## config.mk

```make
export PLATFORM = sky130hd
export DESIGN_NAME = adc_daisy_top
export DESIGN_NICKNAME = d
export VERILOG_FILES = /design/src/verilog/adc_pkg.sv /design/src/verilog/adc_daisy_top.sv /design/src/verilog/adc_sync.sv
export SDC_FILE = /design/constraint.sdc
export NUM_CORES = 1
export LEC_CHECK = 0
export ABC_AREA = 1
export BUFFER_PORTS_ARGS = -buffer_cell sky130_fd_sc_hd__buf_2
export CORE_ASPECT_RATIO = 0.7
export CORE_MARGIN = 2
export CORE_UTILIZATION = 35
export CTS_CLUSTER_SIZE = 8
export DETAILED_ROUTE_END_ITERATION = 10
export PLACE_DENSITY_LB_ADDON = 0.3
export SLEW_MARGIN = 20
export SYNTH_ARGS = -nofsm -noshare
export SYNTH_HDL_FRONTEND = slang
export SYNTH_SLANG_ARGS = --single-unit
```

## constraint.sdc

```tcl
create_clock -name clk_i -period 8.41 [get_ports clk_i]
set_input_delay 0 -clock clk_i [delete_from_list [all_inputs] [get_ports clk_i]]
set_output_delay 0 -clock clk_i [all_outputs]
set_load 0.03 [all_outputs]
```

## src/verilog/adc_pkg.sv

```systemverilog
// Purpose: shared constants for the daisy-chain serial readout block
// Assumes: eight channels, 24-bit status word, 16- or 24-bit samples
// Notes: frame lengths are derived here once and reused by the top module
package adc_pkg;

    // frame layout
    localparam int STATUS_BITS = 24;
    localparam int NUM_CHANNELS = 8;
    localparam int RES_NARROW = 16;
    localparam int RES_WIDE = 24;
    localparam int FRAME_MAX = STATUS_BITS + NUM_CHANNELS * RES_WIDE;
    localparam int SAMPLE_BUS_W = NUM_CHANNELS * RES_WIDE;

    // frame lengths as counter values
    localparam int CNT_W = 8;
    localparam logic [CNT_W-1:0] FRAME_BITS_WIDE = CNT_W'(STATUS_BITS + NUM_CHANNELS * RES_WIDE);
    localparam logic [CNT_W-1:0] FRAME_BITS_NARROW =
        CNT_W'(STATUS_BITS + NUM_CHANNELS * RES_NARROW);
    localparam logic [CNT_W-1:0] CNT_SAT = 8'hFF;

    // rate select field: codes up to this value give 16-bit samples
    localparam int RATE_SEL_W = 3;
    localparam logic [RATE_SEL_W-1:0] RATE_NARROW_MAX = 3'h1;

    // clocking figures
    localparam int CLK_PERIOD_NS = 100;
    localparam int SCLK_MIN_PERIOD_NS = 800;
    localparam int SCLK_MIN_CYCLES = SCLK_MIN_PERIOD_NS / CLK_PERIOD_NS;

    // reset values
    localparam logic DOUT_RESET = 1'b0;

    typedef enum logic [0:0] {
        ADC_ST_IDLE = 1'b0,
        ADC_ST_SHIFT = 1'b1
    } adc_state_e;

endpackage : adc_pkg

```

## src/verilog/adc_daisy_top.sv

```systemverilog
// Purpose: serial data output of one converter with daisy-chain relay
// Assumes: serial clock idle low, data changes on rising edge, read on falling edge
// Notes: serial pins are sampled by clk_i; sclk must stay well below clk_i / 4
`timescale 1ns/1ns
module adc_daisy_top
    import adc_pkg::*;
(
    input wire logic clk_i,
    input wire logic rst_b_i,
    input wire logic sclk_i,
    input wire logic cs_b_i,
    input wire logic daisy_in_i,
    input wire logic daisy_enable_i,
    input wire logic [RATE_SEL_W-1:0] rate_select_field_i,
    input wire logic [STATUS_BITS-1:0] status_word_i,
    input wire logic [SAMPLE_BUS_W-1:0] sample_bus_i,
    output logic dout_o,
    output logic dout_oe_o,
    output logic frame_end_o
);

    // reset release through two flops
    logic rst_meta_reg;
    logic rst_sync_reg;
    logic rst_b;

    always_ff @(posedge clk_i or negedge rst_b_i) begin
        if (!rst_b_i) begin
            rst_meta_reg <= 1'b0;
            rst_sync_reg <= 1'b0;
        end else begin
            rst_meta_reg <= 1'b1;
            rst_sync_reg <= rst_meta_reg;
        end
    end

    assign rst_b = rst_sync_reg;

    // serial pins into the clk_i domain
    logic [2:0] pin_sync;
    logic sclk_s;
    logic cs_b_s;
    logic daisy_s;

    adc_sync #(
        .WIDTH(3)
    ) u_pin_sync (
        .clk_i(clk_i),
        .rst_b_i(rst_b),
        .d_i({sclk_i, ~cs_b_i, daisy_in_i}),
        .q_o(pin_sync)
    );

    assign sclk_s = pin_sync[2];
    // select travels inverted so the synchroniser's reset value reads as deselected
    assign cs_b_s = ~pin_sync[1];
    assign daisy_s = pin_sync[0];

    // edge detection on synchronised copies
    logic sclk_prev_reg;
    logic cs_b_prev_reg;
    logic sclk_rise;
    logic sclk_fall;
    logic cs_fall;
    logic cs_rise;

    always_ff @(posedge clk_i or negedge rst_b) begin
        if (!rst_b) begin
            sclk_prev_reg <= 1'b0;
            cs_b_prev_reg <= 1'b1;
        end else begin
            sclk_prev_reg <= sclk_s;
            cs_b_prev_reg <= cs_b_s;
        end
    end

    assign sclk_rise = sclk_s & ~sclk_prev_reg;
    assign sclk_fall = ~sclk_s & sclk_prev_reg;
    assign cs_fall = cs_b_prev_reg & ~cs_b_s;
    assign cs_rise = ~cs_b_prev_reg & cs_b_s;

    // sample width from the rate select field
    function automatic logic is_wide(input logic [RATE_SEL_W-1:0] rate);
        is_wide = (rate > RATE_NARROW_MAX);
    endfunction : is_wide

    // frame length in bits for a given sample width
    function automatic logic [CNT_W-1:0] frame_bits(input logic wide);
        frame_bits = wide ? FRAME_BITS_WIDE : FRAME_BITS_NARROW;
    endfunction : frame_bits

    // status then channel 0 upward, left-aligned, msb first
    function automatic logic [FRAME_MAX-1:0] pack_frame(
        input logic [STATUS_BITS-1:0] st,
        input logic [SAMPLE_BUS_W-1:0] smp,
        input logic wide
    );
        logic [FRAME_MAX-1:0] f;
        f = '0;
        f[FRAME_MAX-1 -: STATUS_BITS] = st;
        for (int ch = 0; ch < NUM_CHANNELS; ch++) begin
            if (wide) begin
                f[FRAME_MAX-1-STATUS_BITS-ch*RES_WIDE -: RES_WIDE] = smp[ch*RES_WIDE +: RES_WIDE];
            end else begin
                f[FRAME_MAX-1-STATUS_BITS-ch*RES_NARROW -: RES_NARROW] =
                    smp[ch*RES_WIDE +: RES_NARROW];
            end
        end
        pack_frame = f;
    endfunction : pack_frame

    // shifter state
    adc_state_e state_reg;
    adc_state_e state_next;
    logic [FRAME_MAX-1:0] shift_reg;
    logic [FRAME_MAX-1:0] shift_next;
    logic [CNT_W-1:0] cnt_reg;
    logic [CNT_W-1:0] cnt_next;
    logic [CNT_W-1:0] len_reg;
    logic [CNT_W-1:0] len_next;
    logic daisy_on_reg;
    logic daisy_on_next;
    logic capture_reg;
    logic capture_next;
    logic dout_reg;
    logic dout_next;
    logic oe_reg;
    logic oe_next;
    logic end_reg;
    logic end_next;

    always_comb begin
        state_next = state_reg;
        shift_next = shift_reg;
        cnt_next = cnt_reg;
        len_next = len_reg;
        daisy_on_next = daisy_on_reg;
        capture_next = capture_reg;
        dout_next = dout_reg;
        oe_next = oe_reg;
        end_next = 1'b0;
        case (state_reg)
            ADC_ST_IDLE: begin
                // shared select
                // every device reacts to the common select whatever its chain position
                if (cs_fall) begin
                    state_next = ADC_ST_SHIFT;
                    shift_next = pack_frame(status_word_i, sample_bus_i,
                                            is_wide(rate_select_field_i));
                    len_next = frame_bits(is_wide(rate_select_field_i));
                    daisy_on_next = daisy_enable_i;
                    cnt_next = '0;
                    capture_next = 1'b0;
                    dout_next = DOUT_RESET;
                    oe_next = 1'b1;
                end
            end
            ADC_ST_SHIFT: begin
                if (cs_rise) begin
                    state_next = ADC_ST_IDLE;
                    oe_next = 1'b0;
                    dout_next = DOUT_RESET;
                end else begin
                    if (sclk_fall) begin
                        capture_next = daisy_s;
                    end
                    if (sclk_rise) begin
                        shift_next = {shift_reg[FRAME_MAX-2:0], 1'b0};
                        if (cnt_reg < len_reg) begin
                            dout_next = shift_reg[FRAME_MAX-1];
                        end else begin
                            // one clock delay
                            // first relayed bit was sampled before the extra clock: don't-care
                            dout_next = daisy_on_reg ? capture_reg : 1'b0;
                        end
                        if (cnt_reg != CNT_SAT) begin
                            cnt_next = cnt_reg + CNT_W'(1);
                        end
                        if (cnt_reg + CNT_W'(1) == len_reg) begin
                            end_next = 1'b1;
                        end
                    end
                end
            end
            default: begin
                state_next = ADC_ST_IDLE;
                oe_next = 1'b0;
                dout_next = DOUT_RESET;
            end
        endcase
    end

    always_ff @(posedge clk_i or negedge rst_b) begin
        if (!rst_b) begin
            state_reg <= ADC_ST_IDLE;
            shift_reg <= '0;
            cnt_reg <= '0;
            len_reg <= FRAME_BITS_WIDE;
            daisy_on_reg <= 1'b0;
            capture_reg <= 1'b0;
            dout_reg <= DOUT_RESET;
            oe_reg <= 1'b0;
            end_reg <= 1'b0;
        end else begin
            state_reg <= state_next;
            shift_reg <= shift_next;
            cnt_reg <= cnt_next;
            len_reg <= len_next;
            daisy_on_reg <= daisy_on_next;
            capture_reg <= capture_next;
            dout_reg <= dout_next;
            oe_reg <= oe_next;
            end_reg <= end_next;
        end
    end

    assign dout_o = dout_reg;
    assign dout_oe_o = oe_reg;
    assign frame_end_o = end_reg;

endmodule : adc_daisy_top

```

## src/verilog/adc_sync.sv

```systemverilog
// Purpose: two-flop synchroniser for asynchronous level inputs
// Assumes: destination clock much faster than the input's toggle rate
// Notes: the first stage feeds only the second stage
`timescale 1ns/1ns
module adc_sync #(
    parameter int WIDTH = 1
) (
    input wire logic clk_i,
    input wire logic rst_b_i,
    input wire logic [WIDTH-1:0] d_i,
    output logic [WIDTH-1:0] q_o
);
    if (WIDTH < 1) begin : g_width_check
        $error("adc_sync: WIDTH must be at least 1");
    end

    genvar gi;
    generate
        for (gi = 0; gi < WIDTH; gi++) begin : g_bit
            logic meta_reg;
            logic sync_reg;
            always_ff @(posedge clk_i or negedge rst_b_i) begin
                if (!rst_b_i) begin
                    meta_reg <= 1'b0;
                    sync_reg <= 1'b0;
                end else begin
                    meta_reg <= d_i[gi];
                    sync_reg <= meta_reg;
                end
            end
            assign q_o[gi] = sync_reg;
        end
    endgenerate

endmodule : adc_sync
```

# --- Word level (Yosys, flattened, before mapping) ---
# Cells that the tools add are included.
word_totals:
  register_bits: 248
  inputBits: 225
  output_inout_bits: 3
  wordCells: 88
classes:
  n_addsub: 1
  order_cmp: 2
  n_eq_ne: 9
  mux: 41
  n_bitwise: 10
  reduce_logical: 6
ops:
  columns: ["op", "n"]
  rows:
  - ["two-way mux 216 bit", 3]
  - ["one-hot mux 216 bit (2 select lines)", 1]
  - ["two-way mux 16 bit", 7]
  - ["two-way mux 24 bit", 3]
  - ["two-way mux 8 bit", 6]
  - ["one-hot mux 8 bit (2 select lines)", 1]
  - ["two-way mux 1 bit", 15]
  - ["inequality test 2 bit, second input constant", 5]
  - ["adder 8 x 1 -> 8 bit, second input constant", 1]
  - ["equality test 8 bit", 1]
  - ["less-than comparator 8 bit", 1]
  - ["inequality test 8 bit, second input constant", 1]
  - ["one-hot mux 1 bit (2 select lines)", 4]
  - ["two-way mux 7 bit", 1]
  - ["NOT 1 bit", 6]
  - ["AND reduction 2 bit", 3]
  - ["AND reduction 3 bit", 2]
  - ["AND 1 bit", 4]
  - ["AND reduction 4 bit", 1]
  - ["> comparator 3 x 1 -> 1 bit, second input constant", 1]
  - ["inequality test 3 bit, second input constant", 1]
  - ["inequality test 2 x 1 -> 1 bit, second input constant", 1]

# --- Longest topological paths before layout ---
depth:
  ltp_word: 6
  mapped_depth: 9
  ltp_nobuf: 9

# --- Cells and area by module ---
# A second synthesis with hierarchy kept.
unflattened:
  cells_unflattened: 1550
  area_unflattened_um2: 12379.4
modules_own_cells:
  columns: ["module", "instances", "cells_each", "area_per_inst_um2", "seq_area_each_um2"]
  rows:
  - ["adc_daisy_top", 1, 1541, 12206.7, 5883.1]
  - ["adc_sync", 1, 9, 172.7, 150.1]

# --- Worst setup path before layout ---
# Ideal clock, no wire load.
synth_path:
  kind: "register -> register"
  start: "reg cs_b_prev_reg"
  end: "reg shift_reg[192]"
  setup_ns: 0.130
  t_arrival_ns: 1.354
  path_slack_ns: 6.926
  path_stages_with_launch: 8
  cell_sequence: "dfstp_2 -> inv_1 -> o21ai_2 -> nand2_2 -> nor2_8 -> buf_4 -> buf_2 -> a31oi_1"
synth_between:
  elab_chain_len: 4
  word_cells_on_any_way: 6
  cone_classes: "eq/ne: 2; bitwise: 3; reduce/logical: 1"
synth_rtl:
  columns: ["item", "line_no", "rtl"]
  rows:
  - ["from (decl)", "adc_daisy_top.sv:61", "logic cs_b_prev_reg;"]
  - ["from (signal assigned)", "adc_daisy_top.sv:73", "cs_b_prev_reg <= cs_b_s;"]
  - ["NOT 1 bit", "adc_daisy_top.sv:80", "assign cs_rise = ~cs_b_prev_reg & cs_b_s;"]
  - ["AND 1 bit", "adc_daisy_top.sv:80", null]
  - ["inequality test 2 bit (no line)", null, null]
  - ["AND reduction 3 bit (no line) *", null, null]
  - ["to (signal assigned)", "adc_daisy_top.sv:206", "shift_reg <= shift_next;"]
  - ["to (decl)", "adc_daisy_top.sv:115", "logic [FRAME_MAX-1:0] shift_reg;"]
# Every way passes the cells marked *; elsewhere a longest branch is shown, timed or not.
# A chain may end at the register's enable or synchronous reset.

# --- Worst setup path in the final report ---
layout_path:
  start: "reg state_reg"
  end: "reg shift_reg[164]"
layout_between:
  elab_chain_len: 3
  word_cells_on_any_way: 6
  cone_classes: "eq/ne: 3; mux: 1; bitwise: 1; reduce/logical: 1"
layout_rtl:
  columns: ["item", "line_no", "rtl"]
  rows:
  - ["from (decl)", "adc_daisy_top.sv:113", "adc_state_e state_reg;"]
  - ["from (signal assigned)", "adc_daisy_top.sv:205", "state_reg <= state_next;"]
  - ["NOT 1 bit (no line)", null, null]
  - ["inequality test 2 bit (no line)", null, null]
  - ["AND reduction 3 bit (no line)", null, null]
# Parallel ways exist; a longest one is shown, timed or not.

==> impl_metrics.env <==
export IMPL_status="finished clean"
export IMPL_synth_xor_area_share=0.00142
export IMPL_worst_ep_arrival_time_ns=4.47
export IMPL_final_cells=2442
export IMPL_yosysTopAreaCell="dfrtp_1"
export IMPL_crit_type="flip-flop to flip-flop"
export IMPL_synth_main_ff_cell="dfrtp_1"
export IMPL_fmax_ghz=0.246
export IMPL_final_cell_area_mm2=0.0173
export IMPL_die_h_um=161
export IMPL_port_buffer_count=226
export IMPL_ys_seq_area_frac=0.489
export IMPL_nets=2185
export IMPL_grt_antenna_before_repair=1
export IMPL_synthTopCellsByArea="dfrtp_1, nand2_1, o211ai_1"
export IMPL_irDropWorstVdd_mv=0.131
export IMPL_grt_ovfl_total=0
export IMPL_rsz0062_at_grt="false"
export IMPL_start_kind="flip-flop"
export IMPL_cts_setup_buffers=0
export IMPL_synthMuxAreaShare=0
export IMPL_holdPathEnd="u_pin_sync.g_bit[0].meta_reg"
export IMPL_synth_top_family_by_area="simple AND/OR/NAND/NOR gates"
export IMPL_synth_most_common_cell="nand2_1"
export IMPL_drive_above_1_share=0.148
export IMPL_maxSlewViolCount=0
export IMPL_cts_sinks=241
export IMPL_r2r_slack_ns=4.34
export IMPL_cts_resized_gates=0
export IMPL_largest_reg_flops=216
export IMPL_hold_path_class="primary input to flip-flop"
export IMPL_fin_crit_ns=4.07
export IMPL_finalClockSkew_ns=0.00862
export IMPL_io_pins=228
export IMPL_reg2reg_to="shift_reg[164]"
export IMPL_ant_nets=0
export IMPL_holdBufCountCts=271
export IMPL_coreArea_mm2=0.0347
export IMPL_p_per_area_mw_per_mm2=229
export IMPL_cts_inserted_buffers=36
export IMPL_ys_types=29
export IMPL_cts_tree="yes"
export IMPL_synth_warnings=0
export IMPL_insertion_delay_ns=0.51
export IMPL_clk_path_buf_depth=3
export IMPL_end_kind="flip-flop"
export IMPL_syn2layout_area_growth_pct=40.0
export IMPL_crit_required_ns=8.80
export IMPL_timing_rr_start="state_reg"
export IMPL_routed_wl_mm=41.4
export IMPL_synthSimpleGateAreaFrac=0.233
export IMPL_synthCells=1547
export IMPL_fin_crit_sh=0.484
export IMPL_worst_slew_pin_slew_ns=1.09
export IMPL_synthAdderAreaFrac=0.00304
export IMPL_via_per_inst=5.28
export IMPL_cts_root_buffer="clkbuf_16"
export IMPL_timing_max_cap_violations=0
export IMPL_final_core_util=0.498
export IMPL_syn_area_per_cell_um2=7.98
export IMPL_finalSetupTns_ns=0
export IMPL_synth_area_mm2=0.0123
export IMPL_grt_pass1_wl_mm=67.6
export IMPL_drtIter0Drc=1104
export IMPL_wl_per_cell_um=17.0
export IMPL_rows=57
export IMPL_leakagePower_nw=7.90
export IMPL_min_path_cells=2
export IMPL_grt_pass1_vias=12800
export IMPL_hpwl_mm=23.2
export IMPL_num_vias=12900
export IMPL_synth_edf_count=0
export IMPL_synth_compound_area_frac=0.216
export IMPL_synth_common_cells="nand2_1, dfrtp_1, o21ai_0"
export IMPL_clk_pin_slew_worst_paths_ns=0.05
export IMPL_rr_worst_depth=7
export IMPL_drc_errors=0
export IMPL_syn_num_nets=1775
export IMPL_hp_start="daisy_in_i"
export IMPL_die_area_mm2=0.0368
export IMPL_hold_viol=0
export IMPL_placedInstanceArea_mm2=0.0136
export IMPL_maxSlewHeadroom=0.272
export IMPL_htree_levels=2
export IMPL_start_util=0.356
export IMPL_place_inst=2120
export IMPL_grtUsageTotal=0.224
export IMPL_synthArstFlopShare=1.00
export IMPL_critPathMaxFanout=102
export IMPL_synth_seq_cells=241
export IMPL_setup_viol=0
export IMPL_gp_congestion=0.830
export IMPL_drtPass1Iterations=8
export IMPL_yosysTopAreaCellShare=0.484
export IMPL_grt_max_degree=177
export IMPL_die_w_um=229
==> worst max-delay path by stage <==
stage / end / startpoint / slack (ns) / depth (start not counted)
2_1_floorplan: capture_reg / rst_b / 1.20 / 0
3_3_place_gp: cnt_reg[7] / state_reg / 4.49 / 8
3_5_place_dp: cnt_reg[7] / state_reg / 4.41 / 7
4_1_cts: cnt_reg[2] / state_reg / 4.42 / 7
5_1_grt: cnt_reg[0] / state_reg / 3.98 / 8
6_report: shift_reg[164] / state_reg / 4.34 / 7
==> logic make-up after synthesis <==
logic type	count (synthesis)
flip-flops	241
other	1
AND/OR/NAND/NOR	714
adder cells (fa/ha/maj)	3
XOR/XNOR	2
buffers and inverters	159
AO/OA/AOI/OAI	427
==> critical path: stages (launching register included) <==
cell and delay (ns):
dfrtp_4 0.63, inv_8 0.40, buf_4 0.82, buf_4 0.90, nand3_1 0.21, dlygate4sd3_1 0.64
o211ai_1 0.10, nand2_1 0.07
==> layout make-up <==
class / instances / area, um2
fillers: 3217 / 17400
flip-flops and latches: 241 / 6040
multi-input cells: 1147 / 5610
repair buffers: 510 / 3970
clock buffers: 47 / 963
well taps: 472 / 591
inverters: 21 / 88.8
clock inverters: 3 / 26.3
diodes: 1 / 2.50
==> where the power goes <==
group	switching (mW)	internal [mW]
combinational	0.526	0.405
clock	0.519	0.793
sequential	0.198	1.51
==> stage by stage <==
stage | hold WS, ns | power [mW] | worst slack [ns]
5_1_grt | 0.122 | 4.22 | 3.98
3_3_place_gp | -0.214 | 2.49 | 4.49
4_1_cts | 0.111 | 3.99 | 4.42
2_1_floorplan | -0.296 | 2.28 | 1.20
6_report | 0.134 | 3.95 | 4.34
3_5_place_dp | -0.214 | 2.53 | 4.41
==> per-layer routing <==
| layer | vias up | GRT usage | share of wire |
|---|---|---|---|
| met1 | 6234 | 0.312 | 0.47 |
| met4 | 0 | 0.0743 | 0.029 |
| li1 | 6140 | - | - |
| met3 | 91 | 0.0371 | 0.052 |
| met5 | - | 0 | 0 |
| met2 | 431 | 0.357 | 0.45 |
==> layout by cell type (no fill, tap or decap), types with 3 or more instances in the layout <==
cell	count
a21oi_1	67
a22oi_1	63
a31oi_1	24
buf_2	226
buf_4	11
clkbuf_1	10
clkbuf_16	37
dfrtp_1	237
dlygate4sd3_1	271
ha_1	3
inv_1	17
nand2_1	474
nand3_1	137
nor2_1	98
o211ai_1	128
o21ai_0	140
(Power assumes the default switching activity.)
